**config.mk**
```make
export PLATFORM = sky130hd
export DESIGN_NAME = quad_phase_clock_and_reset_seq
export DESIGN_NICKNAME = d
export VERILOG_FILES = /design/src/verilog/quad_seq_pkg.sv /design/src/verilog/level_sync.sv /design/src/verilog/quad_phase_clock_and_reset_seq.sv
export VERILOG_INCLUDE_DIRS = /design/src /design/src/verilog
export SDC_FILE = /design/constraint.sdc
export NUM_CORES = 1
export LEC_CHECK = 0
export ABC_AREA = 1
export BUFFER_PORTS_ARGS = -buffer_cell sky130_fd_sc_hd__buf_2
export CAP_MARGIN = 40
export CORE_MARGIN = 8
export CORE_UTILIZATION = 30
export DETAILED_ROUTE_END_ITERATION = 6
export RECOVER_POWER = 100
export SLEW_MARGIN = 25
export SYNTH_ARGS = -nofsm -noshare
export SYNTH_HDL_FRONTEND = slang
export SYNTH_SLANG_ARGS = --single-unit
```
**constraint.sdc**
```tcl
create_clock -name ref_clk -period 1.8 [get_ports ref_clk]
set_input_delay 0.27 -clock ref_clk [delete_from_list [all_inputs] [get_ports ref_clk]]
set_output_delay 0.27 -clock ref_clk [all_outputs]
set_load 0.02 [all_outputs]
```
**src/verilog/quad_seq_regs.svh**
```systemverilog
/*
 * Offsets, field positions, reset values and timing counts of the
 * phase generator and reset sequencer.
 * Assumes it is included by bare name from design files that need it.
 */
`ifndef QUAD_SEQ_REGS_SVH
`define QUAD_SEQ_REGS_SVH

// ------------------------------------------------------------------
// Register offsets on the plain register port.
// ------------------------------------------------------------------
`define REG_STATUS      2'h0
`define REG_DIR         2'h1
`define REG_KEEP        2'h2

// ------------------------------------------------------------------
// Field positions in the status register.
// ------------------------------------------------------------------
`define ST_TIMEOUT_BIT  0
`define ST_PWRDOWN_BIT  1
`define ST_POR_BIT      2
`define ST_BOR_BIT      3

// ------------------------------------------------------------------
// Reset values.
// ------------------------------------------------------------------
`define DIR_RESET       8'hff
`define PC_RESET        16'h0000

// ------------------------------------------------------------------
// Timing: power-up delay on the internal RC tick, start-up on the clock.
// ------------------------------------------------------------------
`define POWERUP_DELAY_TIMER_TIME_MS    96
`define POWERUP_DELAY_TIMER_RC_KHZ     32
`define POWERUP_DELAY_TIMER_TICKS      (`POWERUP_DELAY_TIMER_TIME_MS * `POWERUP_DELAY_TIMER_RC_KHZ)
`define OST_CYCLES      1024

`endif
```
**src/verilog/quad_seq_pkg.sv**
```systemverilog
/*
 * Types shared by the phase generator and reset sequencer.
 * Assumes nothing of its surroundings.
 */
package quad_seq_pkg;

    // ------------------------------------------------------------------
    // Instruction phases, one-hot.
    // ------------------------------------------------------------------
    typedef enum logic [3:0] {
        PH_ONE   = 4'b0001,
        PH_TWO   = 4'b0010,
        PH_THREE = 4'b0100,
        PH_FOUR  = 4'b1000
    } phase_t;

    // ------------------------------------------------------------------
    // Reset sequencer states, one-hot.
    // ------------------------------------------------------------------
    typedef enum logic [3:0] {
        ST_POR_HOLD  = 4'b0001,
        ST_WAIT_MASTER_CLEAR_N = 4'b0010,
        ST_TIMING    = 4'b0100,
        ST_RUN       = 4'b1000
    } seq_state_t;

    // ------------------------------------------------------------------
    // Oscillator modes from the two configuration bits.
    // ------------------------------------------------------------------
    typedef enum logic [1:0] {
        LOW_POWER_CRYSTAL_MODE   = 2'b00,
        CRYSTAL_RESONATOR_MODE   = 2'b01,
        EXTERNAL_CLOCK_MODE      = 2'b10,
        RESISTOR_CAPACITOR_MODE  = 2'b11
    } osc_mode_t;

endpackage : quad_seq_pkg

```
**src/verilog/level_sync.sv**
```systemverilog
/*
 * Two flip-flop synchroniser for one level.
 * Assumes a single clock and a synchronous active-high reset.
 */
`timescale 1ns/10ps

module level_sync
(
    input  wire logic ref_clk,
    input  wire logic rst,
    input  wire logic async_in,
    output logic      sync_out
);

    logic meta_q;

    // ------------------------------------------------------------------
    // Two stages; only the second stage reads the first.
    // ------------------------------------------------------------------
    always_ff @(posedge ref_clk)
    begin
        if (rst)
        begin
            meta_q   <= 1'b1;
            sync_out <= 1'b1;
        end
        else
        begin
            meta_q   <= async_in;
            sync_out <= meta_q;
        end
    end

endmodule : level_sync

```
**src/verilog/quad_phase_clock_and_reset_seq.sv**
```systemverilog
/*
 * Four-phase instruction clock, fetch/execute pipeline timing and
 * reset sequencing with power-up and start-up delays.
 * Assumes ref_clk is the oscillator input, rc_tick a one-cycle pulse per
 * internal RC oscillator period, and inputs synchronous to ref_clk
 * except master_clear_n, which is synchronised here.
 */
// Design decisions made here: the plain strobed port and the placing of the registers.
// Behaviour
// - Divide the clock by four into four non-overlapping phases.
// - In RC mode drive the clock output pin at clock divided by four.
// - Program counter steps in phase one; fetched word latched in phase four.
// - Fetch overlaps execute, giving one instruction per cycle.
// - Latch enters in phase one; operand read phase two, write phase four.
// - A program counter change flushes the fetched word, costing two cycles.
// - Timeout and powerdown flags set per reset cause for software.
// - One register is untouched by every reset.
// - Reset sets every direction bit, making pins inputs.
// - Peripheral reset ownership may override the input default.
// - Phase generator stays in phase one while held in reset.
// - In reset with external execution: latch strobe low, other strobes high.
// - Supply below trip point holds reset, on rising and falling supply.
// - Power-up delay is 96 ms counted on the internal RC tick.
// - Delay starts at power good if clear tied high, else clear rising.
// - Reset holds while the power-up delay runs.
// - Start-up timer adds 1024 cycles, parallel; also on crystal wake.
// - Start-up counter counts only once the oscillator level is good.
// - Two configuration bits select one of four oscillator modes.
// - In external clock mode the output pin gives clock divided by four.
`timescale 1ns/10ps
`include "quad_seq_regs.svh"

module quad_phase_clock_and_reset_seq
    import quad_seq_pkg::*;
(
    input  wire logic        ref_clk,
    input  wire logic        rst,
    input  wire logic        por_vdd_ok,
    input  wire logic        brownout_detect,
    input  wire logic        watchdog_reset,
    input  wire logic        master_clear_n,
    input  wire logic        master_clear_n_tied_high,
    input  wire logic [1:0]  osc_mode_select,
    input  wire logic        osc_level_ok,
    input  wire logic        rc_tick,
    input  wire logic        sleep_active,
    input  wire logic        sleep_cmd,
    input  wire logic        clrwdt_cmd,
    input  wire logic        wake_event,
    input  wire logic [15:0] prog_word,
    input  wire logic        branch_req,
    input  wire logic [15:0] branch_target,
    input  wire logic [7:0]  periph_owns_pin,
    input  wire logic        ext_exec_mode,
    input  wire logic        core_addr_latch,
    input  wire logic        core_output_enable_n,
    input  wire logic        core_write_n,
    input  wire logic [1:0]  reg_addr,
    input  wire logic [7:0]  reg_wdata,
    input  wire logic        reg_wr,
    input  wire logic        reg_rd,
    output logic [7:0]       reg_rdata,
    output logic             phase_one,
    output logic             phase_two,
    output logic             phase_three,
    output logic             phase_four,
    output logic             divided_clock_out_pin,
    output logic             divided_clock_oe_n,
    output logic [15:0]      prog_addr,
    output logic [15:0]      instruction_latch,
    output logic             exec_valid,
    output logic             operand_read,
    output logic             result_write,
    output logic             device_in_reset,
    output logic [7:0]       pin_is_input,
    output logic             addr_latch_strobe,
    output logic             output_enable_strobe_n,
    output logic             write_strobe_n,
    output logic             strobe_oe_n
);

    // ------------------------------------------------------------------
    // State and storage.
    // ------------------------------------------------------------------
    seq_state_t  state_q, state_d;
    phase_t      phase_q;
    logic [11:0] powerup_delay_timer_cnt_q;
    logic [10:0] ost_cnt_q;
    logic        wake_q;
    logic [15:0] pc_q;
    logic [15:0] fetch_latch_q;
    logic        fetch_valid_q;
    logic        branch_pend_q;
    logic        timeout_flag_q, powerdown_flag_q, por_flag_q, bor_flag_q;
    logic [7:0]  dir_q;
    logic [7:0]  keep_q;
    logic        master_clear_n_sync;

    level_sync u_master_clear_n_sync
    (
        .ref_clk  (ref_clk),
        .rst      (rst),
        .async_in (master_clear_n),
        .sync_out (master_clear_n_sync)
    );

    // ------------------------------------------------------------------
    // Decodes.
    // ------------------------------------------------------------------
    osc_mode_t osc_mode;
    wire       power_bad;
    wire       running;
    wire       reset_hold;
    wire       powerup_delay_timer_done;
    wire       ost_done;
    wire       crystal_mode;
    wire       wake_start;
    wire       clk_out_mode;
    wire       wr_status;
    wire       wr_dir;
    wire       wr_keep;

    assign osc_mode     = osc_mode_t'(osc_mode_select);
    assign crystal_mode = (osc_mode == LOW_POWER_CRYSTAL_MODE) ||
                          (osc_mode == CRYSTAL_RESONATOR_MODE);
    assign clk_out_mode = (osc_mode == EXTERNAL_CLOCK_MODE) ||
                          (osc_mode == RESISTOR_CAPACITOR_MODE);
    assign power_bad    = !por_vdd_ok || brownout_detect;
    assign running      = (state_q == ST_RUN);
    assign reset_hold   = !running && !wake_q;
    assign powerup_delay_timer_done    = (powerup_delay_timer_cnt_q == 12'(`POWERUP_DELAY_TIMER_TICKS));
    assign ost_done     = (ost_cnt_q == 11'(`OST_CYCLES));
    assign wake_start   = running && sleep_active && wake_event && crystal_mode;
    assign wr_status    = reg_wr && (reg_addr == `REG_STATUS);
    assign wr_dir       = reg_wr && (reg_addr == `REG_DIR);
    assign wr_keep      = reg_wr && (reg_addr == `REG_KEEP);

    // ------------------------------------------------------------------
    // Reset sequencer next state.
    // ------------------------------------------------------------------
    always_comb
    begin
        state_d = state_q;
        case (state_q)
            ST_POR_HOLD:
            begin
                if (!power_bad)
                    state_d = master_clear_n_tied_high ? ST_TIMING : ST_WAIT_MASTER_CLEAR_N;
            end
            ST_WAIT_MASTER_CLEAR_N:
            begin
                if (master_clear_n_sync)
                    state_d = powerup_delay_timer_done ? ST_RUN : ST_TIMING;
            end
            ST_TIMING:
            begin
                if (powerup_delay_timer_done && ost_done && master_clear_n_sync)
                    state_d = ST_RUN;
            end
            ST_RUN:
            begin
                if (!master_clear_n_sync || watchdog_reset)
                    state_d = ST_WAIT_MASTER_CLEAR_N;
                else if (wake_start)
                    state_d = ST_TIMING;
            end
            default:
                state_d = ST_POR_HOLD;
        endcase
        if (power_bad)
            state_d = ST_POR_HOLD;
    end

    // Sequencer state register; a watchdog or clear reset skips the delays.
    always_ff @(posedge ref_clk)
    begin
        if (rst)
            state_q <= ST_POR_HOLD;
        else
            state_q <= state_d;
    end

    // Wake marker: start-up timing without the reset side effects.
    always_ff @(posedge ref_clk)
    begin
        if (rst || state_d != ST_TIMING)
            wake_q <= 1'b0;
        else if (wake_start)
            wake_q <= 1'b1;
    end

    // ------------------------------------------------------------------
    // Power-up delay and start-up counters.
    // ------------------------------------------------------------------
    // RC-clocked power-up delay
    always_ff @(posedge ref_clk)
    begin
        if (rst || state_q == ST_POR_HOLD)
            powerup_delay_timer_cnt_q <= 12'h000;
        else if (wake_start)
            powerup_delay_timer_cnt_q <= 12'(`POWERUP_DELAY_TIMER_TICKS);
        else if (state_q == ST_TIMING && rc_tick && !powerup_delay_timer_done)
            powerup_delay_timer_cnt_q <= powerup_delay_timer_cnt_q + 12'h001;
    end

    // start-up count once level is good
    always_ff @(posedge ref_clk)
    begin
        if (rst || state_q == ST_POR_HOLD || wake_start)
            ost_cnt_q <= 11'h000;
        else if (state_q == ST_TIMING && osc_level_ok && !ost_done)
            ost_cnt_q <= ost_cnt_q + 11'h001;
    end

    // ------------------------------------------------------------------
    // Phase generator.
    // ------------------------------------------------------------------
    // rotate, held in phase one
    always_ff @(posedge ref_clk)
    begin
        if (rst || !running)
            phase_q <= PH_ONE;
        else
            phase_q <= phase_t'({phase_q[2:0], phase_q[3]});
    end

    assign phase_one   = phase_q[0];
    assign phase_two   = phase_q[1];
    assign phase_three = phase_q[2];
    assign phase_four  = phase_q[3];

    // Next phase is one or two: the generator is held, or leaves phase four or one.
    wire clk_out_next = (state_d == ST_RUN) && (!running || phase_q[3] || phase_q[0]);

    // quarter-rate clock out, high in phases one and two
    always_ff @(posedge ref_clk)
    begin
        if (rst)
            divided_clock_out_pin <= 1'b0;
        else
            divided_clock_out_pin <= clk_out_next;
    end

    assign divided_clock_oe_n = !clk_out_mode;

    // ------------------------------------------------------------------
    // Fetch and execute pipeline.
    // ------------------------------------------------------------------
    // step or branch in phase one
    always_ff @(posedge ref_clk)
    begin
        if (rst || reset_hold)
            pc_q <= `PC_RESET;
        else if (running && phase_one)
            pc_q <= branch_pend_q ? branch_target : pc_q + 16'h0001;
    end

    // branch seen during execute flushes the fetched word
    always_ff @(posedge ref_clk)
    begin
        if (rst || reset_hold)
            branch_pend_q <= 1'b0;
        else if (running && phase_four)
            branch_pend_q <= branch_req && exec_valid;
        else if (running && phase_one)
            branch_pend_q <= 1'b0;
    end

    // fetched word latched in phase four
    always_ff @(posedge ref_clk)
    begin
        if (rst || reset_hold)
        begin
            fetch_latch_q <= 16'h0000;
            fetch_valid_q <= 1'b0;
        end
        else if (running && phase_four)
        begin
            fetch_latch_q <= prog_word;
            fetch_valid_q <= !(branch_req && exec_valid);
        end
    end

    // instruction enters the latch in phase one
    always_ff @(posedge ref_clk)
    begin
        if (rst || reset_hold)
        begin
            instruction_latch <= 16'h0000;
            exec_valid        <= 1'b0;
        end
        else if (running && phase_one)
        begin
            instruction_latch <= fetch_latch_q;
            exec_valid        <= fetch_valid_q;
        end
    end

    assign prog_addr = pc_q;
    // operand read and result write strobes
    assign operand_read = running && phase_two && exec_valid;
    assign result_write = running && phase_four && exec_valid;
    assign device_in_reset = reset_hold;

    // ------------------------------------------------------------------
    // Reset cause flags.
    // ------------------------------------------------------------------
    wire enter_por   = power_bad && (state_q != ST_POR_HOLD);
    wire wdt_evt     = running && watchdog_reset;
    wire master_clear_n_evt    = running && !master_clear_n_sync;

    // flags per cause; hardware event beats a software write
    always_ff @(posedge ref_clk)
    begin
        if (rst)
        begin
            timeout_flag_q   <= 1'b1;
            powerdown_flag_q <= 1'b1;
            por_flag_q       <= 1'b0;
            bor_flag_q       <= 1'b0;
        end
        else if (enter_por)
        begin
            timeout_flag_q   <= 1'b1;
            powerdown_flag_q <= 1'b1;
            por_flag_q       <= por_vdd_ok;
            bor_flag_q       <= 1'b0;
        end
        else
        begin
            if (wr_status)
            begin
                por_flag_q <= reg_wdata[`ST_POR_BIT];
                bor_flag_q <= reg_wdata[`ST_BOR_BIT];
            end
            if (wdt_evt)
            begin
                timeout_flag_q   <= 1'b0;
                powerdown_flag_q <= !sleep_active;
            end
            else if (master_clear_n_evt && sleep_active)
                powerdown_flag_q <= 1'b0;
            else if (clrwdt_cmd)
            begin
                timeout_flag_q   <= 1'b1;
                powerdown_flag_q <= 1'b1;
            end
            else if (sleep_cmd)
            begin
                timeout_flag_q   <= 1'b1;
                powerdown_flag_q <= 1'b0;
            end
        end
    end

    // ------------------------------------------------------------------
    // Pin direction and software registers.
    // ------------------------------------------------------------------
    // direction bits forced set in reset
    always_ff @(posedge ref_clk)
    begin
        if (rst || reset_hold)
            dir_q <= `DIR_RESET;
        else if (wr_dir)
            dir_q <= reg_wdata;
    end

    // keeps its value through every reset
    always_ff @(posedge ref_clk)
    begin
        if (wr_keep)
            keep_q <= reg_wdata;
    end

    // peripheral ownership overrides the input default
    assign pin_is_input = dir_q & ~periph_owns_pin;

    wire [7:0] status_word = {4'h0, bor_flag_q, por_flag_q,
                              powerdown_flag_q, timeout_flag_q};
    wire [7:0] read_mux = (reg_addr == `REG_STATUS) ? status_word :
                          (reg_addr == `REG_DIR)    ? dir_q :
                          (reg_addr == `REG_KEEP)   ? keep_q : 8'h00;

    // Read data stands one cycle after the read strobe, else zero.
    always_ff @(posedge ref_clk)
    begin
        if (rst || !reg_rd)
            reg_rdata <= 8'h00;
        else
            reg_rdata <= read_mux;
    end

    // ------------------------------------------------------------------
    // External bus strobes.
    // ------------------------------------------------------------------
    // safe strobe levels in reset
    always_ff @(posedge ref_clk)
    begin
        if (rst || reset_hold)
        begin
            addr_latch_strobe      <= 1'b0;
            output_enable_strobe_n <= 1'b1;
            write_strobe_n         <= 1'b1;
        end
        else
        begin
            addr_latch_strobe      <= core_addr_latch;
            output_enable_strobe_n <= core_output_enable_n;
            write_strobe_n         <= core_write_n;
        end
    end

    assign strobe_oe_n = !ext_exec_mode;
endmodule : quad_phase_clock_and_reset_seq

```
### After elaboration in Yosys (flattened, before gate mapping)

Cells that the tools add are included.

| storage, ports and cells | value |
|---|---|
| register bits after elaboration | 117 |
| latch bits | 0 |
| memory bits (writable) | 0 |
| memory bits (read-only) | 0 |
| input bits | 72 |
| output and inout port bits | 62 |
| word-level logic and storage cells | 130 |
| memories | 0 |

| operators by class | value |
|---|---|
| add/sub/neg operators | 3 |
| multiply operators | 0 |
| div/mod/pow operators | 0 |
| order comparisons | 0 |
| equal/unequal tests | 15 |
| shift operators | 0 |
| muxes and demuxes | 26 |
| bitwise gates (word level) | 2 |
| reduce and logical (&&, ||, !) cells | 58 |

Operators by type and width:

| kind | number |
|---|---|
| 2-to-1 mux 4 bit | 7 |
| logical AND 1 bit | 24 |
| 2-to-1 mux 12 bit | 2 |
| adder 16 x 1 -> 16 bit, second input constant | 1 |
| 2-to-1 mux 16 bit | 1 |
| 2-to-1 mux 8 bit | 2 |
| case mux 4 bit (4 select lines) | 1 |
| adder 12 x 1 -> 12 bit, second input constant | 1 |
| equality test 12 bit, second input constant | 1 |
| logical OR 1 bit | 12 |
| 2-to-1 mux 1 bit | 12 |
| adder 11 x 1 -> 11 bit, second input constant | 1 |
| equality test 11 bit, second input constant | 1 |
| zero test 1 bit | 11 |
| bitwise AND 8 bit | 1 |
| equality test 4 bit, second input constant | 2 |
| NOT 8 bit | 1 |
| equality test 2 bit, second input constant | 3 |
| nonzero test 2 bit | 3 |
| OR reduction 2 bit | 3 |
| equality test 2 x 1 -> 1 bit, second input constant | 2 |
| equality test 4 x 1 -> 1 bit, second input constant | 1 |
| equality test 4 x 2 -> 1 bit, second input constant | 1 |
| equality test 4 x 3 -> 1 bit, second input constant | 1 |
| 8 further kinds | 9 |

### Depth between registers and ports, before layout

Gate-level depths: netlist of the first run.

| logic depth | value |
|---|---|
| depth after elaboration | 10 |
| gate-level depth with buffers | 11 |

### By module

A second synthesis of the first run with hierarchy kept.

| second synthesis, totals | value |
|---|---|
| cell total of the unflattened synthesis | 782 |
| area, all modules | 5412.7 µm² |

By module, submodules not included:

| module | instances | cells each | area each (µm²) |
|---|---|---|---|
| quad_phase_clock_and_reset_seq | 1 | 775 | 5353.9 |
| level_sync | 1 | 7 | 58.8 |

### Worst setup path after synthesis of the first run

OpenSTA, ideal clock, no wires.

| timing | value |
|---|---|
| path kind | register -> output |
| from | register state_q[2] |
| to | output result_write |
| data arrival time | 1.223 ns |
| required time | 1.530 ns |
| path slack | 0.307 ns |
| cell stages (with the launch flop) | 8 |
| cell sequence | dfxtp_1 > inv_2 > nand2_2 > nor2_4 > buf_6 > nand2_2 > buf_2 > nor2_1 |

| between the ends | value |
|---|---|
| longest elaborated chain between the ends | 3 |

RTL lines:

| item | RTL line | source |
|---|---|---|
| from (decl) | quad_phase_clock_and_reset_seq.sv:85 | `seq_state_t state_q, state_d;` |
| from (signal assigned) | quad_phase_clock_and_reset_seq.sv:180 | `state_q <= state_d;` |
| equality test 4 bit | quad_phase_clock_and_reset_seq.sv:129 | `assign running = (state_q == ST_RUN);` |
| logical AND 1 bit (2 in series) | quad_phase_clock_and_reset_seq.sv:302 | `assign result_write = running && phase_four && exec_valid;` |
| to (decl) | quad_phase_clock_and_reset_seq.sv:73 | `output logic result_write,` |

No other way between the ends.

### Worst setup path in the final report of the first run

| timing | value |
|---|---|
| from | register state_q[1] |
| to | output device_in_reset |

| between the ends | value |
|---|---|
| longest elaborated chain between the ends | 3 |

RTL lines:

| item | RTL line | source |
|---|---|---|
| equality test 4 bit | quad_phase_clock_and_reset_seq.sv:129 |  |
| zero test 1 bit | quad_phase_clock_and_reset_seq.sv:130 | `assign reset_hold = !running && !wake_q;` |
| logical AND 1 bit | quad_phase_clock_and_reset_seq.sv:130 |  |
| to (decl) | quad_phase_clock_and_reset_seq.sv:74 | `output logic device_in_reset,` |

No other way between the ends.

==> flow_summary.toml, run 1 <==
[outcome]
status = "finished, final reports clean"

[final_layout]
post-route-util_pct = 39.3
num_antenna_cells = 0
synthToLayoutAreaGrowth_pct = 28.7
drive_above_1_share_pct = 16.2
layout.nets = 1004

[die]
io-pin-count = 134
num_rows = 49
die-area_um2 = 22800
core_um2 = 17900
initial_core_util_pct = 30.5
die_height_um = 151
dieWidth_um = 151

[sta]
drv_slew = 0
rsz0062_at_grt = "yes"
finalCriticalPeriod_ns = 1.75
setup_viol = 0
fin_skew_ns = 0.00947
worst_slew_pin_slew_ns = 0.609
fin_setup_tns_ns = 0
finalHoldViolations = 0
fmax_mhz = 571
relSlewSlack_pct = 59.0
post-route-period-util_pct = 97.3

[power]
p_leak_nw = 2.79
p_comb_share_pct = 3.8
ir_drop_v = 0.000655
power.switching_mw = 1.32
p_seq_share_pct = 40.2
switching_share_pct = 20.0
internal_power_mw = 5.28
power_density_nw_per_um2 = 938
total_power_mw = 6.60
clkPwrFrac_pct = 56.1

[synth]
synth_warnings = 0
syn_avg_cell_area_um2 = 7.01
syn_area_um2 = 5470
synth_seq_cells = 117
yosys.area.top_type = "dfxtp_1"
syn-num-nets = 857
synth_flop_cell = "dfxtp_1"
yosysMostFrequentCell = "nand2_1"
yosysUniqueCellTypes = 36
yosys-top-cells-count = "nand2_1, dfxtp_1, nor2_1"
synth_cells = 780
synth_edf_count = 8
synth_top_area_share_pct = 39.9
synth_area_leaders = "dfxtp_1, nand2_1, a21oi_1, nor2_1, inv_1"
async_flop_share_pct = 0
yosysSeqAreaShare_pct = 44.3

[critical_path]
reg2regPathDepth = 8
cp.arrival_ns = 1.48
crit_start = "state_q[1]"
cp-endpoint = "device_in_reset"
crit_path_start_kind = "register"
end_kind = "output pin"
critPathKind = "reg2out"
reg2reg_from = "state_q[1]"
path_max_fanout = 10
r2r_end = "prog_addr[4]"
reg2reg_setup_slack_ns = 0.21
cp.required_ns = 1.53

[cts]
cts.clk_slew.worst_paths_ns = 0.05
h-tree-depth = 4
ctsHoldBuffers = 0
clk_latency_ns = 0.42
clock_sinks = 117
clockRootBuffer = "clkbuf_16"
cts_tree = "done"
max-clock-path-buffers = 2
cts_buffers = 17

[global_routing]
grt_pass1_vias = 5284
grt_pass1_wl_um = 24800
antenna_found_initial = 1
grt_overflow = 0
grt_max_degree = 37
grt_usage_pct = 13.5

[route]
via_per_inst = 4.60
vias = 5380
drcViolationCount = 0
dr.first_iter.drc_count = 241
drtAntennaViolNets = 0
post_drt_wl_per_cell_um = 13.0
wirelength_um = 15200
drt_pre_antenna_iters = 5

[min_path]
worstHoldStart = "core_write_n"
hp-class = "in2reg"

[placement]
port_buffers = 132
post-dp-hpwl_um = 11100
gp_congestion = 0.849

[job]
drv_cap = 0
cell usage in the layout, fill, tap and decap left out, types with 2 or more instances in the layout:
cell,instances
inv_1,80
nor2_2,5
dfxtp_1,109
nor3_1,17
a211oi_1,2
buf_2,67
xnor2_1,3
or2_2,10
edfxtp_1,8
o22ai_1,2
nor3b_1,3
a31oi_1,4
buf_12,2
nand2_2,4
xor2_1,5
bufinv_16,5
buf_4,19
o31ai_1,2
ha_1,5
nand4_1,14
o21ai_1,7
nor2_1,80
inv_2,8
nand3_2,3
nand3_1,51
clkbuf_16,18
o21ai_0,23
a21oi_1,71
clkbuf_1,64
clkinv_1,7
o211ai_1,5
a211oi_2,2
nand2_1,225
state kept, by name, summed over array words and instances (netlist names), 4 cells and up:
register	cells
reg_rdata	8
instruction_latch	16
prog_addr	16
state_q	4
phase_q	4
ost_cnt_q	11
dir_q	8
fetch_latch_q	16
powerup_delay_timer_cnt_q	12
keep_q	8
area by class of cell:
cell class | count | area [um^2]
inverters | 89 | 339
clock inverters | 13 | 181
repair buffers | 153 | 769
fillers | 1908 | 10900
well taps | 229 | 287
multi-input cells | 549 | 2570
clock buffers | 19 | 464
flip-flops and latches | 117 | 2420
what timing repair did:
| action | CTS | global route |
|---|---|---|
| resized for setup | 0 | 7 |
| endpoints found under the setup margin | 1 | 6 |
| setup buffers | 1 | 0 |
| pin swaps | 1 | 0 |
worst min path at each step:
stage | cells after the start | to
floorplan | 1 | phase_q[1]
global placement | 1 | u_master_clear_n_sync.sync_out
detailed placement | 1 | u_master_clear_n_sync.sync_out
CTS | 2 | write_strobe_n
global route | 1 | keep_q[7]
finish | 2 | write_strobe_n
stage by stage:
step	cell area, um^2	setup WS, ns	hold WS (ns)	std cells
global route	7040	-0.0122	0.0316	1169
floorplan	5470	0.307	0.342	780
detailed placement	6450	0.0733	0.395	1136
CTS	7100	0.00840	0.0322	1169
global placement	6450	0.128	0.392	1136
finish	7040	0.0493	0.0481	1169
critical path, stage by stage (launching register included):
cell     delay [ns]
dfxtp_1        0.39
inv_2          0.06
nand2_2        0.10
nor2_4         0.06
buf_6          0.15
nor2_1         0.12
buf_2          0.19
power by group through the flow:
stage	registers, mW	logic (mW)	clock network (mW)
floorplan	2.72	0.108	0
global placement	2.71	0.258	0
detailed placement	2.71	0.256	0
CTS	2.65	0.258	3.78
global route	2.65	0.282	3.90
finish	2.65	0.249	3.70
layer usage:
| layer | global-route usage, % | vias to the layer above | part of all wire (%) |
|---|---|---|---|
| met4 | 5.20 | 2 | 1.6 |
| li1 | - | 2808 | - |
| met1 | 17.2 | 2399 | 47 |
| met3 | 4.72 | 20 | 7.7 |
| met2 | 20.6 | 151 | 44 |
| met5 | 0 | - | 0.066 |
cell families after synthesis:
logic type               after synthesis  share of synthesized area (%)
buffers and inverters                114                           8.99
AO/OA/AOI/OAI                        121                           12.0
AND/OR/NAND/NOR                      415                           32.2
XOR/XNOR                               8                           1.28
flip-flops                           117                           44.3
adder cells (fa/ha/maj)                5                           1.14
Power figures use the tool's default switching activity.
==> run 2: changes to the inputs <==
--- a/config.mk
+++ b/config.mk
@@ -11,6 +11,7 @@
 export CAP_MARGIN = 40
 export CORE_MARGIN = 8
 export CORE_UTILIZATION = 30
+export CTS_BUF_LIST = sky130_fd_sc_hd__clkbuf_4
 export DETAILED_ROUTE_END_ITERATION = 6
 export RECOVER_POWER = 100
 export SLEW_MARGIN = 25
==> run 2 against run 1 <==
  * Global-route usage grew 0.31 points
  * Register-to-register slack worse by 0.08 ns
  * Combinational power grew 24%
  * Sequential power is essentially flat
  * Power fell by 20%
  * Setup slack gained 0.0029 ns
  * Critical path type unchanged
  * Highest routed layer unchanged
==> flow_summary.toml, run 2 (synthesis gave the netlist of run 1 again) <==
[die]
die-area_um2 = 22800
initial_core_util_pct = 30.5
num_rows = 49
die_height_um = 151
io-pin-count = 134
core_um2 = 17900
dieWidth_um = 151

[final_layout]
ff_latch_area_um2 = 2430
drive_above_1_share_pct = 18.1
layout.nets = 1043
final_common_cell = "nand2_1"
multi_input_area_um2 = 2610
synthToLayoutAreaGrowth_pct = 31.3
final_cell_mix = "nand2_1, dfxtp_1, inv_1"
post-route-util_pct = 40.1
nFillCells = 1895
num_antenna_cells = 0

[sta]
setup_viol = 0
finalCriticalPeriod_ns = 1.75
relSlewSlack_pct = 60.1
worst_slew_pin_slew_ns = 0.592
fin_skew_ns = 0.0171
fin_ws_ns = 0.0522
finalHoldViolations = 0
rsz0062_at_grt = "yes"
drv_slew = 0
post-route-period-util_pct = 97.1
fmax_mhz = 572

[route]
drt_pre_antenna_iters = 5
post_drt_wl_per_cell_um = 12.9
dr.first_iter.drc_count = 248
via_per_inst = 4.55
drcViolationCount = 0
drtAntennaViolNets = 0
wirelength_um = 15600
vias = 5497

[cts]
max-clock-path-buffers = 2
cts_tree = "done"
h-tree-depth = 4
cts.clk_slew.worst_paths_ns = 0.12
clockRootBuffer = "clkbuf_4"
cts_buffers = 17
clock_sinks = 117
clk_latency_ns = 0.52

[critical_path]
cp.depth = 6
crit_start = "state_q[1]"
crit_path_start_kind = "register"
critPathKind = "reg2out"
end_kind = "output pin"
crit_slowest_cell = "dfxtp_2"
cp-endpoint = "result_write"
reg2reg_setup_slack_ns = 0.13
cp_top_family = "simple AND/OR/NAND/NOR gates"
crit_buf_inv = 2
reg2regPathDepth = 9
path_max_fanout = 3
reg2reg_from = "state_q[2]"
crit_chain = "inv_2 -> nand2_4 -> nor2_4 -> nand2_4 -> nor2_4 -> buf_6"
cp.required_ns = 1.53
cp.arrival_ns = 1.48
max_stage_delay_ns = 0.35
r2r_end = "instruction_latch[12]"

[outcome]
status = "finished, final reports clean"

[placement]
post-dp-hpwl_um = 11100
gp_congestion = 0.849
place_ws_ns = 0.0733
port_buffers = 132

[job]
drv_cap = 0

[global_routing]
grt_overflow = 0
grt_pass1_vias = 5403
grt_max_degree = 37
grt_pass1_wl_um = 25400
antenna_found_initial = 1
grt_usage_pct = 13.8

[min_path]
hp-class = "in2reg"

[power]
power_density_nw_per_um2 = 735
ir_drop_v = 0.000449
p_leak_nw = 2.90
## run 2: cell count changes in the layout (fill, tap and decap cells not counted), sizes merged
cell         delta
dlygate4sd3    +32
buf            +18
clkinv          +1
clkbuf         -13
bufinv          +1
## run 2: repair_timing
| item | CTS | global route |
|---|---|---|
| resized for setup | 14 | 13 |
| pin swaps | 2 | 2 |
| hold buffers | 31 | 1 |
| hold endpoints to repair | 37 | 1 |
| buffers inserted | 7 | 1 |
| endpoints found under the setup margin | 3 | 35 |
## run 2: cell type report
cell class / instances / area share (%)
multi-input combinational: 549 / 36.3
sequential: 117 / 33.8
timing repair buffer: 192 / 16.3
inverter: 89 / 4.76
tap: 229 / 3.99
clock inverter: 15 / 3.00
clock buffer: 17 / 1.78
## run 2: worst min path at each step
stage | from | end | slack (ns) | cells past startpoint
2_1_floorplan | rst | phase_q[1] | 0.34 | 1
3_3_place_gp | u_master_clear_n_sync.meta_q | u_master_clear_n_sync.sync_out | 0.39 | 1
3_5_place_dp | u_master_clear_n_sync.meta_q | u_master_clear_n_sync.sync_out | 0.40 | 1
4_1_cts | clrwdt_cmd | powerdown_flag_q | 0.005 | 3
5_1_grt | branch_target[7] | prog_addr[7] | 0.01 | 3
6_report | branch_target[14] | prog_addr[14] | 0.06 | 4
## run 2: power breakdown
group          total, mW  internal [mW]  switching (mW)
logic              0.309          0.148           0.161
registers           2.65           2.64         0.00847
clock network       2.32           1.34           0.978
total               5.28           4.13            1.15
## run 2: metrics by stage
stage	hold WS [ns]	total power, mW	instances	instance area [um^2]	TNS, ns
finish	0.0650	5.28	1208	7180	0
global route	0.0135	5.52	1208	7180	-0.158
CTS	0.00532	5.35	1206	7190	0
detailed placement	0.395	2.96	1136	6450	0
global placement	0.392	2.97	1136	6450	0
floorplan	0.342	2.82	780	5470	0
## run 2: routing by layer
| layer | vias up | global-route usage (%) | share of wire (%) |
|---|---|---|---|
| met3 | 14 | 5.29 | 7.5 |
| met5 | - | 0 | 0.064 |
| li1 | 2895 | - | - |
| met2 | 143 | 21.6 | 44 |
| met1 | 2443 | 17.6 | 47 |
| met4 | 2 | 3.41 | 0.93 |
## run 2: worst register-to-register path: stages (launching register included)
cell and delay [ns]:
dfxtp_2 0.37, inv_2 0.06, nand2_2 0.07, nor2_4 0.05, buf_8 0.12, buf_4 0.16, o21ai_4 0.19, buf_12 0.24
buf_4 0.24, a21oi_1 0.06
==> run 3: changes to the inputs <==
==> constraint.sdc (replaced) <==
create_clock -name ref_clk -period 1.8 [get_ports ref_clk]
set_input_delay 0.18 -clock ref_clk [delete_from_list [all_inputs] [get_ports ref_clk]]
set_output_delay 0.18 -clock ref_clk [all_outputs]
set_load 0.02 [all_outputs]
==> run 3 against run 2 <==
  * Clock power decreased by 8%
  * Die area unchanged
  * Hold slack worse by 0.0071 ns
  * Setup slack improved by 0.072 ns
  * Critical path depth unchanged
  * Sequential share of layout area down 0.55 points
  * Power fell by 2.8%
  * Global-route usage rose by 0.073 points
  * Combinational power increased by 8.7%
  * Sequential cell count is the same
  * Core utilization rose by 0.66 points
  * Sequential power is essentially flat
  * Largest cell class unchanged
==> flow_summary.toml, run 3 (synthesis gave the netlist of run 1 again) <==
[placement]
dp_cells = 1134
place_ws_ns = 0.179
dpl-instance-area_um2 = 6420
gp_congestion = 0.831
port_buffers = 132
post-dp-hpwl_um = 11100

[cts]
max-clock-path-buffers = 2
clockRootBuffer = "clkbuf_4"
clk_latency_ns = 0.52
clock_sinks = 117
cts_tree = "done"
h-tree-depth = 4
cts_buffers = 17
cts.clk_slew.worst_paths_ns = 0.10

[final_layout]
final_common_cell = "nand2_1"
finish.instance_area_um2 = 7300
nFillCells = 1912
fin_cells = 1224
num_antenna_cells = 0
drive_above_1_share_pct = 19.1
layout.nets = 1059
synthToLayoutAreaGrowth_pct = 33.5
final_cell_mix = "nand2_1, dfxtp_1, buf_2"

[route]
drcViolationCount = 0
via_per_inst = 4.50
dr.first_iter.drc_count = 197
post_drt_wl_per_cell_um = 12.7
drt_pre_antenna_iters = 5
wirelength_um = 15600
vias = 5508
drtAntennaViolNets = 0

[global_routing]
top_usage_layer = "met2"
grt_util_met3_pct = 5.35
grt_use_met2_pct = 22.0
met1_usage_pct = 17.5
grt_pass1_vias = 5296
grt_max_degree = 45
antenna_found_initial = 0
grt_pass1_wl_um = 25600
grt_usage_pct = 13.9
grt_overflow = 0

[die]
num_rows = 49
dieWidth_um = 151
io-pin-count = 134
die_height_um = 151
core_um2 = 17900
die-area_um2 = 22800
initial_core_util_pct = 30.5

[critical_path]
critPathKind = "reg2out"
path_max_fanout = 7
crit_path_start_kind = "register"
end_kind = "output pin"
cp.required_ns = 1.62
cp.arrival_ns = 1.50

[min_path]
hp-class = "in2reg"

[power]
ir_drop_v = 0.000554
p_leak_nw = 2.97
total_power_mw = 5.13
power_density_nw_per_um2 = 703

[sta]
fin_skew_ns = 0.0217
holdWs_ns = 0.0579
rsz0062_at_grt = "yes"
worst_slew_pin_slew_ns = 0.641
fmax_mhz = 597
setup_viol = 0
finalCriticalPeriod_ns = 1.68
relSlewSlack_pct = 56.8
finalHoldViolations = 0
drv_slew = 0
fin_ws_ns = 0.124
post-route-period-util_pct = 93.1

[job]
drv_cap = 0

[outcome]
status = "finished, final reports clean"
run 3: cell count changes in the layout (fill, tap and decap cells not counted), moves of 2 or more:
cell / before / now
dlygate4sd3_1: 32 / 51
clkbuf_1: 52 / 42
buf_2: 78 / 87
clkinvlp_4: 0 / 7
clkinv_1: 8 / 2
nand3_2: 1 / 4
buf_4: 23 / 25
bufinv_16: 6 / 4
nand2_2: 2 / 4
nand2_4: 4 / 2
nand3_1: 52 / 50
run 3: repair_timing:
| item | CTS | global route |
|---|---|---|
| hold endpoints to repair | 63 | 0 |
| endpoints found under the setup margin | 3 | 4 |
| pin swaps | 2 | 3 |
| setup buffers | 5 | 3 |
| gates resized for setup | 8 | 9 |
| hold buffers | 52 | 0 |
run 3: cell type report:
class | count | area (um^2) | share of cell area (%)
multi-input combinational | 549 | 2590 | 35.6
clock inverter | 14 | 185 | 2.54
inverter | 89 | 337 | 4.61
timing repair buffer | 208 | 1330 | 18.3
tap | 229 | 287 | 3.93
sequential | 117 | 2430 | 33.3
clock buffer | 18 | 135 | 1.85
run 3: final timing paths:
check | cells after the start | endpoint | from | slack (ns)
worst min register to register | 1 | u_master_clear_n_sync.sync_out | u_master_clear_n_sync.meta_q | 0.41
worst max register to register | 10 | exec_valid | state_q[1] | 0.15
worst min-delay path | 5 | prog_addr[15] | branch_target[15] | 0.06
worst max-delay path | 6 | result_write | state_q[2] | 0.12
run 3: power breakdown:
group | leakage [nW] | internal, mW | switching [mW]
Sequential | 0.955 | 2.64 | 0.00867
Clock | 0.147 | 1.10 | 1.04
Combinational | 1.86 | 0.170 | 0.165
run 3: worst max-delay path, cell delays in order (launching register included):
cell and delay (ns):
dfxtp_2 0.35, inv_2 0.07, nand2_2 0.06, nor2_4 0.16, nand2_4 0.12, nor2_4 0.10, buf_6 0.12
run 3: layer usage:
layer	vias up	wire length (um)	share of wire, %
li1	2918	-	-
met1	2454	7150	46
met2	125	7120	46
met3	11	1210	7.7
met4	0	114	0.73
met5	-	0	0
run 3: metrics by stage:
step / setup TNS, ns / utilization, %
2_1_floorplan: 0 / -
3_3_place_gp: 0 / 35.9
3_5_place_dp: 0 / 35.9
4_1_cts: 0 / 40.8
5_1_grt: -0.00268 / 40.8
6_report: 0 / 40.8
